$ cat config.mk
export PLATFORM = sky130hd
export DESIGN_NAME = capability_discovery
export DESIGN_NICKNAME = d
export VERILOG_FILES = /design/src/shared/capability_discovery_pkg.sv /design/src/shared/pid_mem_if.sv /design/src/hw/capability_discovery.sv /design/src/hw/pid_table.sv
export VERILOG_INCLUDE_DIRS = /design/src /design/src/shared
export SDC_FILE = /design/constraint.sdc
export NUM_CORES = 1
export LEC_CHECK = 0
export BUFFER_PORTS_ARGS = -buffer_cell sky130_fd_sc_hd__buf_2
export CAP_MARGIN = 20
export CORE_UTILIZATION = 40
export CTS_BUF_LIST = sky130_fd_sc_hd__clkbuf_16
export DETAILED_ROUTE_END_ITERATION = 10
export PLACE_DENSITY = 0.67
export SETUP_SLACK_MARGIN = 0.5
export SLEW_MARGIN = 25
export SYNTH_ARGS = -nofsm -noshare
export SYNTH_HDL_FRONTEND = slang
export SYNTH_HIERARCHICAL = 1
export SYNTH_SLANG_ARGS = --single-unit
$ cat constraint.sdc
create_clock -name pclk -period 3.8 [get_ports pclk]
set_clock_uncertainty 0.1 [all_clocks]
set_input_delay 0.76 -clock pclk [delete_from_list [all_inputs] [get_ports pclk]]
set_output_delay 0.76 -clock pclk [all_outputs]
set_load 0.05 [all_outputs]
$ cat src/shared/capability_discovery_cfg.svh
// Purpose: constants for the capability discovery engine
// Assumes: APB register words, short-form length fields
// Notes:   byte offsets, message tags, limits and reset values
`ifndef CAPABILITY_DISCOVERY_CFG_SVH
`define CAPABILITY_DISCOVERY_CFG_SVH

`define OFS_CTRL        12'h000
`define OFS_LIMITS      12'h004
`define OFS_PID_CFG     12'h008
`define OFS_PID_ENTRY   12'h00C
`define OFS_STATUS      12'h010
`define OFS_HOST_EVT    12'h014

`define TAG_STREAM_MSG  24'h9FA010
`define TAG_STREAM_ACK  24'h9FA011
`define TAG_DECRYPT_MSG 24'h9FA012
`define TAG_DECRYPT_ACK 24'h9FA013
`define TAG_ELEM_MSG    24'h9FA014
`define TAG_ELEM_ACK    24'h9FA015
`define TAG_PID_REQ     24'h9FA016
`define TAG_PID_REPLY   24'h9FA017

`define MIN_STREAM_LIMIT  8'h04
`define MIN_DECRYPT_LIMIT 8'h04
`define MIN_ELEM_LIMIT    8'h10
`define MAX_PID_ENTRIES   4'h8

`define RST_STREAM_LIMIT  8'h04
`define RST_DECRYPT_LIMIT 8'h04
`define RST_ELEM_LIMIT    8'h10

`define FILTER_ON       8'h01
`define PROFILE_LEN     8'h01
`define PID_HDR_BYTES   5'h06

`endif

$ cat src/shared/capability_discovery_pkg.sv
// Purpose: types for the capability discovery engine
// Assumes: nothing beyond the cfg header
// Notes:   states and message kinds only
package capability_discovery_pkg;
  typedef enum logic [2:0] {
    ph_idle, ph_send_stream, ph_wait_stream, ph_send_decrypt,
    ph_wait_decrypt, ph_send_elem, ph_wait_elem, ph_done
  } phase_t;

  typedef enum logic [2:0] {
    msg_none, msg_stream, msg_decrypt, msg_elem, msg_pids
  } msg_t;
endpackage : capability_discovery_pkg

$ cat src/shared/pid_mem_if.sv
// Purpose: carries the pid table ports between engine and storage
// Assumes: one write port, one registered read port
// Notes:   widths set by parameters
`timescale 1ns/1ps
interface pid_mem_if #(parameter int AW = 3, parameter int DW = 13);
  logic          wr_en;
  logic [AW-1:0] wr_addr;
  logic [DW-1:0] wr_data;
  logic [AW-1:0] rd_addr;
  logic [DW-1:0] rd_data;
  modport ctrl (output wr_en, output wr_addr, output wr_data, output rd_addr,
                input rd_data);
  modport mem  (input wr_en, input wr_addr, input wr_data, input rd_addr,
                output rd_data);
endinterface : pid_mem_if

$ cat src/hw/capability_discovery.sv
// Purpose: card-side capability discovery message engine with APB registers
// Assumes: messages arrive and leave as byte streams on the same clock
// Notes:   short-form length fields only
// Notes on behaviour
// card reports streams, programs and elementary streams as three messages
// host confirms each capacity message with its matching confirmation
// eight message tags run from 0x9FA010 to 0x9FA017, pairs adjacent
// after session opens send stream capacity, count above three
// host stream confirmation 0x9FA011 carries streams it will send
// program capacity message 0x9FA012 carries a count of at least four
// host confirms with 0x9FA013 and 0x9FA015, tag and length only
// elementary stream capacity 0x9FA014 carries a count of at least 16
// elementary count covers host-consumed pids only, never internal ones
// card tells host its required pids; host must keep them
// host accepts a pid list at any time and refilters
// at most eight non-program pids per local stream identifier
// host keeps card-host port traffic below its maximum rate
// host may drop unused pids but keeps required ones
// host pid request has stream id and filtering status 0x00 or 0x01
// pid reply has stream id, count up to eight, 3 zero bits plus pid
// each pid reply is the complete list, replacing earlier ones
// host stores the three maxima and never asks beyond them
//
// The placing of the registers and the APB interface to the registers were chosen for this implementation.
`timescale 1ns/1ps
`include "capability_discovery_cfg.svh"
module capability_discovery #(
  parameter int PID_DEPTH = 8
) (
  input  wire logic        pclk,     // 40 MHz clock
  input  wire logic        presetn,  // async reset, active low
  input  wire logic        psel,     // apb select
  input  wire logic        penable,  // apb access phase
  input  wire logic        pwrite,   // apb direction
  input  wire logic [11:0] paddr,    // apb byte address
  input  wire logic [31:0] pwdata,   // apb write data
  output logic      [31:0] prdata,   // apb read data
  output logic             pready,   // apb ready
  output logic             pslverr,  // apb error, unmapped address
  input  wire logic        rx_valid, // host message byte valid
  input  wire logic [7:0]  rx_data,  // host message byte
  output logic             rx_ready, // always accepting
  output logic             tx_valid, // card message byte valid
  output logic      [7:0]  tx_data,  // card message byte
  input  wire logic        tx_ready  // host takes byte
);
  import capability_discovery_pkg::*;

  pid_mem_if #(.AW(3), .DW(13)) mem_bus ();
  pid_table #(.DEPTH(PID_DEPTH), .WIDTH(13)) u_table (
    .pclk (pclk),
    .port (mem_bus.mem)
  );

  logic        session_q;
  logic [7:0]  stream_lim_q, decrypt_lim_q, elem_lim_q;
  logic [7:0]  pid_ltsid_q;
  logic [3:0]  pid_cnt_q;
  logic [7:0]  in_use_q, host_ltsid_q, host_filt_q;
  logic [1:0]  evt_q;
  logic        pid_pend_q;
  phase_t      phase_q;
  msg_t        msg_q;
  logic [4:0]  idx_q;
  logic [7:0]  snap_ltsid_q;
  logic [3:0]  snap_cnt_q;
  logic [2:0]  addr_lat_q;
  logic        tx_valid_q;
  logic [7:0]  tx_data_q;

  // apb decode
  logic wr_acc, rd_setup, mapped;
  assign wr_acc   = psel & penable & pwrite;
  assign rd_setup = psel & ~penable & ~pwrite;
  always_comb begin
    if (paddr == `OFS_CTRL) mapped = 1'b1;
    else if (paddr == `OFS_LIMITS) mapped = 1'b1;
    else if (paddr == `OFS_PID_CFG) mapped = 1'b1;
    else if (paddr == `OFS_PID_ENTRY) mapped = 1'b1;
    else if (paddr == `OFS_STATUS) mapped = 1'b1;
    else if (paddr == `OFS_HOST_EVT) mapped = 1'b1;
    else mapped = 1'b0;
  end
  assign pready   = 1'b1;
  assign pslverr  = psel & penable & ~mapped;
  assign rx_ready = 1'b1;
  assign tx_valid = tx_valid_q;
  assign tx_data  = tx_data_q;

  logic wr_ctrl, wr_lim, wr_pcfg, wr_pent, wr_evt;
  assign wr_ctrl = wr_acc & (paddr == `OFS_CTRL);
  assign wr_lim  = wr_acc & (paddr == `OFS_LIMITS);
  assign wr_pcfg = wr_acc & (paddr == `OFS_PID_CFG);
  assign wr_pent = wr_acc & (paddr == `OFS_PID_ENTRY);
  assign wr_evt  = wr_acc & (paddr == `OFS_HOST_EVT);

  assign mem_bus.wr_en   = wr_pent;
  assign mem_bus.wr_addr = pwdata[18:16];
  assign mem_bus.wr_data = pwdata[12:0];

  // limits are clamped on write so the card never advertises below the floor
  always_ff @(posedge pclk or negedge presetn) begin
    if (!presetn) begin
      session_q     <= 1'b0;
      stream_lim_q  <= `RST_STREAM_LIMIT;
      decrypt_lim_q <= `RST_DECRYPT_LIMIT;
      elem_lim_q    <= `RST_ELEM_LIMIT;
      pid_ltsid_q   <= 8'h00;
      pid_cnt_q     <= 4'h0;
    end else begin
      if (wr_ctrl) session_q <= pwdata[0];
      if (wr_lim) begin
        stream_lim_q  <= (pwdata[7:0] < `MIN_STREAM_LIMIT) ?
                         `MIN_STREAM_LIMIT : pwdata[7:0];
        decrypt_lim_q <= (pwdata[15:8] < `MIN_DECRYPT_LIMIT) ?
                         `MIN_DECRYPT_LIMIT : pwdata[15:8];
        elem_lim_q    <= (pwdata[23:16] < `MIN_ELEM_LIMIT) ?
                         `MIN_ELEM_LIMIT : pwdata[23:16];
      end
      if (wr_pcfg) begin
        pid_ltsid_q <= pwdata[7:0];
        pid_cnt_q   <= (pwdata[11:8] > `MAX_PID_ENTRIES) ?
                       `MAX_PID_ENTRIES : pwdata[11:8];
      end
    end
  end

  // inbound parser: 3 tag bytes, 1 length byte, payload
  logic [23:0] rx_tag_q;
  logic [7:0]  rx_len_q, rx_p0_q, rx_p1_q, rx_cnt_q;
  logic [23:0] done_tag;
  assign done_tag = rx_tag_q;
  logic last_len; // length byte of zero finishes at once
  assign last_len = rx_valid && (rx_cnt_q == 8'h03) && (rx_data == 8'h00);

  always_ff @(posedge pclk or negedge presetn) begin
    if (!presetn) begin
      rx_tag_q <= 24'h000000;
      rx_len_q <= 8'h00;
      rx_p0_q  <= 8'h00;
      rx_p1_q  <= 8'h00;
      rx_cnt_q <= 8'h00;
    end else if (rx_valid) begin
      if (rx_cnt_q < 8'h03) rx_tag_q <= {rx_tag_q[15:0], rx_data};
      if (rx_cnt_q == 8'h03) rx_len_q <= rx_data;
      if (rx_cnt_q == 8'h04) rx_p0_q <= rx_data;
      if (rx_cnt_q == 8'h05) rx_p1_q <= rx_data;
      if (last_len || (rx_cnt_q > 8'h03 && rx_cnt_q == rx_len_q + 8'h03)) begin
        rx_cnt_q <= 8'h00;
      end else begin
        rx_cnt_q <= rx_cnt_q + 8'h01;
      end
    end
  end

  // a message is complete on its last byte; payload of the last byte is live
  logic        msg_end;
  logic [7:0]  pay0, pay1;
  assign msg_end = last_len || (rx_valid && rx_cnt_q > 8'h03 &&
                   rx_cnt_q == rx_len_q + 8'h03);
  assign pay0 = (rx_cnt_q == 8'h04) ? rx_data : rx_p0_q;
  assign pay1 = (rx_cnt_q == 8'h05) ? rx_data : rx_p1_q;

  logic ack_stream, ack_decrypt, ack_elem, pid_req, bad_msg;
  assign ack_stream  = msg_end && done_tag == `TAG_STREAM_ACK && phase_q == ph_wait_stream;
  assign ack_decrypt = msg_end && done_tag == `TAG_DECRYPT_ACK &&
                       phase_q == ph_wait_decrypt;
  assign ack_elem    = msg_end && done_tag == `TAG_ELEM_ACK && phase_q == ph_wait_elem;
  assign pid_req     = msg_end && done_tag == `TAG_PID_REQ;
  assign bad_msg     = msg_end && !ack_stream && !ack_decrypt && !ack_elem && !pid_req;

  // host request latches and event flags; a new event beats a clear
  always_ff @(posedge pclk or negedge presetn) begin
    if (!presetn) begin
      in_use_q     <= 8'h00;
      host_ltsid_q <= 8'h00;
      host_filt_q  <= 8'h00;
      evt_q        <= 2'b00;
    end else begin
      if (ack_stream) in_use_q <= pay0;
      if (pid_req) begin
        host_ltsid_q <= pay0;
        host_filt_q  <= pay1;
      end
      evt_q <= (evt_q & ~(wr_evt ? pwdata[1:0] : 2'b00)) | {bad_msg, pid_req};
    end
  end

  // capacity sequence, one confirmation gates the next message
  logic start;
  always_ff @(posedge pclk or negedge presetn) begin
    if (!presetn) begin
      phase_q <= ph_idle;
    end else if (!session_q) begin
      phase_q <= ph_idle;
    end else begin
      case (phase_q)
        ph_idle:         phase_q <= ph_send_stream;
        ph_send_stream:  if (start) phase_q <= ph_wait_stream;
        ph_wait_stream:  if (ack_stream) phase_q <= ph_send_decrypt;
        ph_send_decrypt: if (start) phase_q <= ph_wait_decrypt;
        ph_wait_decrypt: if (ack_decrypt) phase_q <= ph_send_elem;
        ph_send_elem:    if (start) phase_q <= ph_wait_elem;
        ph_wait_elem:    if (ack_elem) phase_q <= ph_done;
        default:         phase_q <= phase_q;
      endcase
    end
  end

  // pid replies go on software request or a filtering host request
  always_ff @(posedge pclk or negedge presetn) begin
    if (!presetn) begin
      pid_pend_q <= 1'b0;
    end else if ((wr_pcfg && pwdata[16]) ||
                 (pid_req && pay1 == `FILTER_ON)) begin
      pid_pend_q <= 1'b1;
    end else if (start && msg_q == msg_none && phase_q != ph_send_stream &&
                 phase_q != ph_send_decrypt && phase_q != ph_send_elem) begin
      pid_pend_q <= 1'b0;
    end
  end

  // outbound serializer
  msg_t       next_msg;
  logic [7:0] len_byte, cur_byte;
  logic [4:0] last_idx, off;
  logic [2:0] cur_addr;
  logic       data_ok, load;
  always_comb begin
    if (phase_q == ph_send_stream) next_msg = msg_stream;
    else if (phase_q == ph_send_decrypt) next_msg = msg_decrypt;
    else if (phase_q == ph_send_elem) next_msg = msg_elem;
    else if (pid_pend_q && session_q) next_msg = msg_pids;
    else next_msg = msg_none;
  end
  assign start    = (msg_q == msg_none) && (next_msg != msg_none);
  assign len_byte = (msg_q == msg_pids) ? 8'(8'h02 + {3'b000, snap_cnt_q, 1'b0})
                                        : `PROFILE_LEN;
  assign last_idx = 5'(len_byte[4:0] + 5'h03);
  assign off      = 5'(idx_q - `PID_HDR_BYTES);
  assign cur_addr = off[3:1];
  assign mem_bus.rd_addr = cur_addr;

  always_comb begin
    cur_byte = 8'h00;
    case (idx_q)
      5'h00:   cur_byte = 8'h9F;
      5'h01:   cur_byte = 8'hA0;
      5'h02: begin
        case (msg_q)
          msg_stream:  cur_byte = 8'(`TAG_STREAM_MSG);
          msg_decrypt: cur_byte = 8'(`TAG_DECRYPT_MSG);
          msg_elem:    cur_byte = 8'(`TAG_ELEM_MSG);
          default:     cur_byte = 8'(`TAG_PID_REPLY);
        endcase
      end
      5'h03:   cur_byte = len_byte;
      5'h04: begin
        case (msg_q)
          msg_stream:  cur_byte = stream_lim_q;
          msg_decrypt: cur_byte = decrypt_lim_q;
          msg_elem:    cur_byte = elem_lim_q;
          default:     cur_byte = snap_ltsid_q;
        endcase
      end
      5'h05:   cur_byte = {4'h0, snap_cnt_q};
      default: cur_byte = off[0] ? mem_bus.rd_data[7:0]
                                 : {3'b000, mem_bus.rd_data[12:8]};
    endcase
  end

  // table read is registered, so wait until the latched address matches
  assign data_ok = (idx_q < `PID_HDR_BYTES) || (addr_lat_q == cur_addr);
  assign load    = (msg_q != msg_none) && (!tx_valid_q || tx_ready) && data_ok;

  always_ff @(posedge pclk or negedge presetn) begin
    if (!presetn) begin
      msg_q        <= msg_none;
      idx_q        <= 5'h00;
      snap_ltsid_q <= 8'h00;
      snap_cnt_q   <= 4'h0;
      addr_lat_q   <= 3'h0;
      tx_valid_q   <= 1'b0;
      tx_data_q    <= 8'h00;
    end else begin
      addr_lat_q <= cur_addr;
      if (start) begin
        msg_q        <= next_msg;
        idx_q        <= 5'h00;
        snap_ltsid_q <= pid_ltsid_q;
        snap_cnt_q   <= pid_cnt_q;
      end else if (load) begin
        tx_valid_q <= 1'b1;
        tx_data_q  <= cur_byte;
        if (idx_q == last_idx) begin
          msg_q <= msg_none;
          idx_q <= 5'h00;
        end else begin
          idx_q <= idx_q + 5'h01;
        end
      end
      if (!load && tx_ready) tx_valid_q <= 1'b0;
    end
  end

  // read data captured in the setup cycle, zero-wait access phase
  always_ff @(posedge pclk or negedge presetn) begin
    if (!presetn) begin
      prdata <= 32'h00000000;
    end else if (rd_setup) begin
      if (paddr == `OFS_CTRL) prdata <= {31'h00000000, session_q};
      else if (paddr == `OFS_LIMITS)
        prdata <= {8'h00, elem_lim_q, decrypt_lim_q, stream_lim_q};
      else if (paddr == `OFS_PID_CFG) prdata <= {20'h00000, pid_cnt_q, pid_ltsid_q};
      else if (paddr == `OFS_STATUS)
        prdata <= {host_filt_q, host_ltsid_q, in_use_q, 2'b00,
                   (msg_q != msg_none), pid_pend_q, 1'b0, phase_q};
      else if (paddr == `OFS_HOST_EVT) prdata <= {30'h00000000, evt_q};
      else prdata <= 32'h00000000;
    end
  end
endmodule : capability_discovery

$ cat src/hw/pid_table.sv
// Purpose: holds the required non-program pid list
// Assumes: read data valid one cycle after the address
// Notes:   contents undefined until software fills them
`timescale 1ns/1ps
module pid_table #(
  parameter int DEPTH = 8,
  parameter int WIDTH = 13
) (
  input  wire logic pclk,   // clock
  pid_mem_if.mem    port    // table access
);
  logic [WIDTH-1:0] store_q [DEPTH];

  always_ff @(posedge pclk) begin
    if (port.wr_en) begin
      store_q[port.wr_addr] <= port.wr_data;
    end
  end

  always_ff @(posedge pclk) begin
    port.rd_data <= store_q[port.rd_addr];
  end
endmodule : pid_table

==> implementation parameters <==
Parameter                              Value

Clocking
  Worst-skew pair later-pin latency ... between 0.5 and 0.6 ns
  Maximum level of the CTS H-tree ... 1
  Total number of clock tree sinks ... 304
  CTS hold repair buffers ... 0
  Clock Path Buffers ... 3
  Num CTS Buffers ... 30
  Clock Pin Slew Worst Setup and Hold Paths ... 0.06 ns
  Clock tree from TritonCTS ... done
  Root cell of the clock tree ... clkbuf_16

Route
  Wire length reported by the detailed router ... approximately 32000 um
  DRC marker count from the first detailed-route iteration ... 832
  Average wire per cell in the routed design ... ~19 um
  Average vias per placed instance ... between 5 and 6
  Total iterations of the first detailed-routing run ... 5
  Remaining antenna violation count after routing ... 0
  Total via count in the routed design ... between 8000 and 9000
  Final routed DRC violation total ... 0

Timing
  Fin. max-slew vios ... 0
  Final count of hold timing violations ... 0
  Final setup TNS ... 0 ns
  Final cycle utilization of the critical path ... 81.58%
  Actual transition at the worst max-transition pin ... 0.8165 ns
  Hold WS ... 0.1002 ns
  Final critical path time including I/O delays and setup ... just over 3 ns
  Slew HR ... 45.57%
  Max Freq ... 322.6 MHz
  Setup-violating endpoint count in the final report ... 0
  Unrepaired setup endpoints after global routing ... no

Setup path
  Slowest Stage Delay on Critical Path ... 0.54 ns
  Count of buffer and inverter cells on the critical path ... 1
  Data required time of the critical path ... 4.14 ns
  Logic depth of the worst register-to-register path ... 8
  Type of origin of the critical path ... flip-flop
  Critical register-to-register path endpoint ... host_ltsid_q[7]$_DFFE_PN0P_
  Cell Chain, Critical Path ... or4_4 -> nor3_4 -> nand3_4 -> nor3_2 -> o21ba_2 -> or3_1 -> buf_4 -> mux2_4
  Maximum fanout along the worst path ... 18
  Setup slack of the most critical reg-to-reg path ... 0.70 ns
  Beginning of the worst register-to-register path ... rx_cnt_q[6]$_DFFE_PN0P_
  Cell with the biggest individual delay on the critical path ... or4_4
  Crit end category ... flip-flop
  Delay-heaviest family, CP ... simple AND/OR/NAND/NOR gates
  Kind of critical path ... flip-flop to flip-flop
  Critical Path AT ... roughly 3.4 ns

Place
  Placer congestion estimate ... approximately 0.86
  DP Cell Count ... 1585
  Total cell area at the placement stage ... 14540 um2
  Buffers on Ports ... 92
  Final HPWL from detailed placement ... 21530 um

Final layout
  Post-layout instance count excluding filler cells ... about 1600
  Nets ... 1238
  Register area ... 8066 um2
  Top library cells by usage in the layout, fill and taps aside ... dfrtp_1 (184), nand2_1 (156), edfxtp_1 (104), mux2_2 (92), buf_2 (91)
  Commonest non-fill, non-tap cell in the layout ... dfrtp_1
  Combined area of the multi-input logic cells ... a little over 5000 um2
  Filler cells ... roughly 2900
  Growth of design area from synthesis to finish ... 14.30%
  Share of cells above drive strength 1 ... 23.32%
  Design area ... 15480 um2

Synthesis
  Number of flops mapped to enable cells by yosys ... 104
  Cell area after synthesis ... 13540 um2
  Average cell area after synthesis ... ~13 um2
  Number of library cell types mapped by synthesis ... 76
  Proportion of synthesized chip area in sequential cells ... 59.57%
  Dominant synthesized flop cell ... dfrtp_1
  Count of warnings emitted by yosys ... 6
  Register bit count reported by yosys ... 304
  Async set or reset register ratio after synthesis ... 61.51%
  Post-synthesis cell count ... 1076

Floorplanning
  Core region area ... 33450 um2
  Cell row count ... 67
  Number of top-level pins ... 103
  Vert. Die Dim ... 186.0 um
  Starting density of the core ... 40.48%
  Full die area ... between 30000 and 40000 um2
  Die outline width ... 186.0 um

GRT
  First-pass GRT wire length ... 49560 um
  Number of antenna violations at the first check in global routing ... 0
  Via count of the first global-routing pass ... about 8800
  Pin count of the biggest net entering global routing ... between 80 and 90
  Global-route congestion overflow total ... 0
  Total routing usage reported by global routing ... 18.58%

Status
  Status ... completed

Run
  Maximum capacitance violations ... 0

Power
  Worst supply voltage drop on vdd ... 0.3795 mV
  Power per Cell Area ... 637.9 nW/um2
  Leak ... 6.526 nW
  Post-route total power ... roughly 0.0099 W

Min path
  Worst Hold Class ... input port to asynchronous set/reset pin
-- registers in the layout, indices dropped and copies added (netlist names), 13 cells and up --
signal and cells:
u_table/store_q 104, prdata 32, done_tag 24, u_table/port.rd_data 13
-- per-layer routing --
layer / part of all wire (%) / vias to the layer above / GRT usage (%)
met5: 0 / - / 0
met4: 2.0 / 0 / 4.852
met3: 5.7 / 44 / 2.857
met2: 47 / 256 / 29.13
met1: 46 / 4517 / 26.84
li1: - / 4158 / -
-- how the worst max path moves through the flow --
stage / from / to / slack [ns] / cells after the start
final: rx_cnt_q[6]$_DFFE_PN0P_ / host_ltsid_q[7]$_DFFE_PN0P_ / 0.70 / 8
after global routing: rx_len_q[0]$_DFFE_PN0P_ / host_filt_q[1]$_DFFE_PN0P_ / 0.53 / 10
after CTS: rx_len_q[0]$_DFFE_PN0P_ / host_filt_q[7]$_DFFE_PN0P_ / 0.59 / 10
after detailed placement: rx_len_q[0]$_DFFE_PN0P_ / host_filt_q[7]$_DFFE_PN0P_ / 0.60 / 10
after global placement: rx_len_q[0]$_DFFE_PN0P_ / host_filt_q[6]$_DFFE_PN0P_ / 0.64 / 10
after floorplan: paddr[1] / u_table/store_q[0][0]$_DFFE_PP_ / 0.63 / 6
-- synth_stat cells (6+ instances only) --
master / instances / area share [%]
edfxtp_1: 104 / 23
o21ai_0: 43 / 1.6
mux2i_1: 25 / 1.8
ha_1: 10 / 0.92
mux2_2: 92 / 7.7
mux4_1: 24 / 4.7
a22oi_1: 17 / 0.94
a21oi_1: 24 / 0.89
nand3_1: 27 / 1.0
nand2_1: 156 / 4.3
o22ai_1: 7 / 0.32
dfrtp_1: 184 / 34
nand4_1: 7 / 0.32
nor3_1: 12 / 0.44
o221ai_1: 10 / 0.65
nor4_1: 8 / 0.37
nor2_1: 74 / 2.1
clkbuf_1: 45 / 1.2
buf_6: 6 / 0.50
nor3b_1: 7 / 0.39
nand3b_1: 8 / 0.44
a22o_1: 14 / 0.91
and3_1: 11 / 0.51
nand2b_1: 10 / 0.46
dfxtp_1: 13 / 1.9
a31oi_1: 10 / 0.46
inv_1: 19 / 0.53
xnor2_1: 12 / 0.78
xor2_1: 14 / 0.91
-- logic make-up after synthesis --
| group | after synthesis | synth area share, % |
|---|---|---|
| AOI/OAI and AO/OA | 163 | 8.159 |
| xor gates and xnor gates | 28 | 2.024 |
| adders and majority gates | 10 | 0.9240 |
| buffers and inverters | 78 | 2.578 |
| DFF | 304 | 59.57 |
| muxes | 144 | 14.60 |
| other | 1 | 0.02769 |
| and+or+nand+nor | 348 | 12.11 |
-- repair_timing --
| action | in CTS | in global routing |
|---|---|---|
| endpoints found under the setup margin | 0 | 17 |
| setup buffers | 0 | 0 |
| gates resized for setup | 0 | 2 |
-- power breakdown --
part	internal (W)	leakage [nW]	switching, W
clock	0.00154	0.480	0.00123
sequential	0.00387	3.49	0.000458
combinational	0.00129	2.55	0.00148
total	0.00670	6.53	0.00317
-- final cells by class --
type	count	share of cell area (%)
flip-flops and latches	304	52.12
multi-input cells	695	33.39
clock buffers	31	5.012
repair buffers	118	4.373
well taps	448	3.622
clock inverters	24	0.9863
inverters	20	0.4850
diodes	1	0.01617
-- metrics by stage --
stage	worst slack, ns	utilization, %
floorplan	0.6301	-
global placement	0.6386	43.47
detailed placement	0.5962	43.47
CTS	0.5864	46.25
global route	0.5350	46.26
finish	0.7001	46.27
Power figures use the tool's default switching activity.
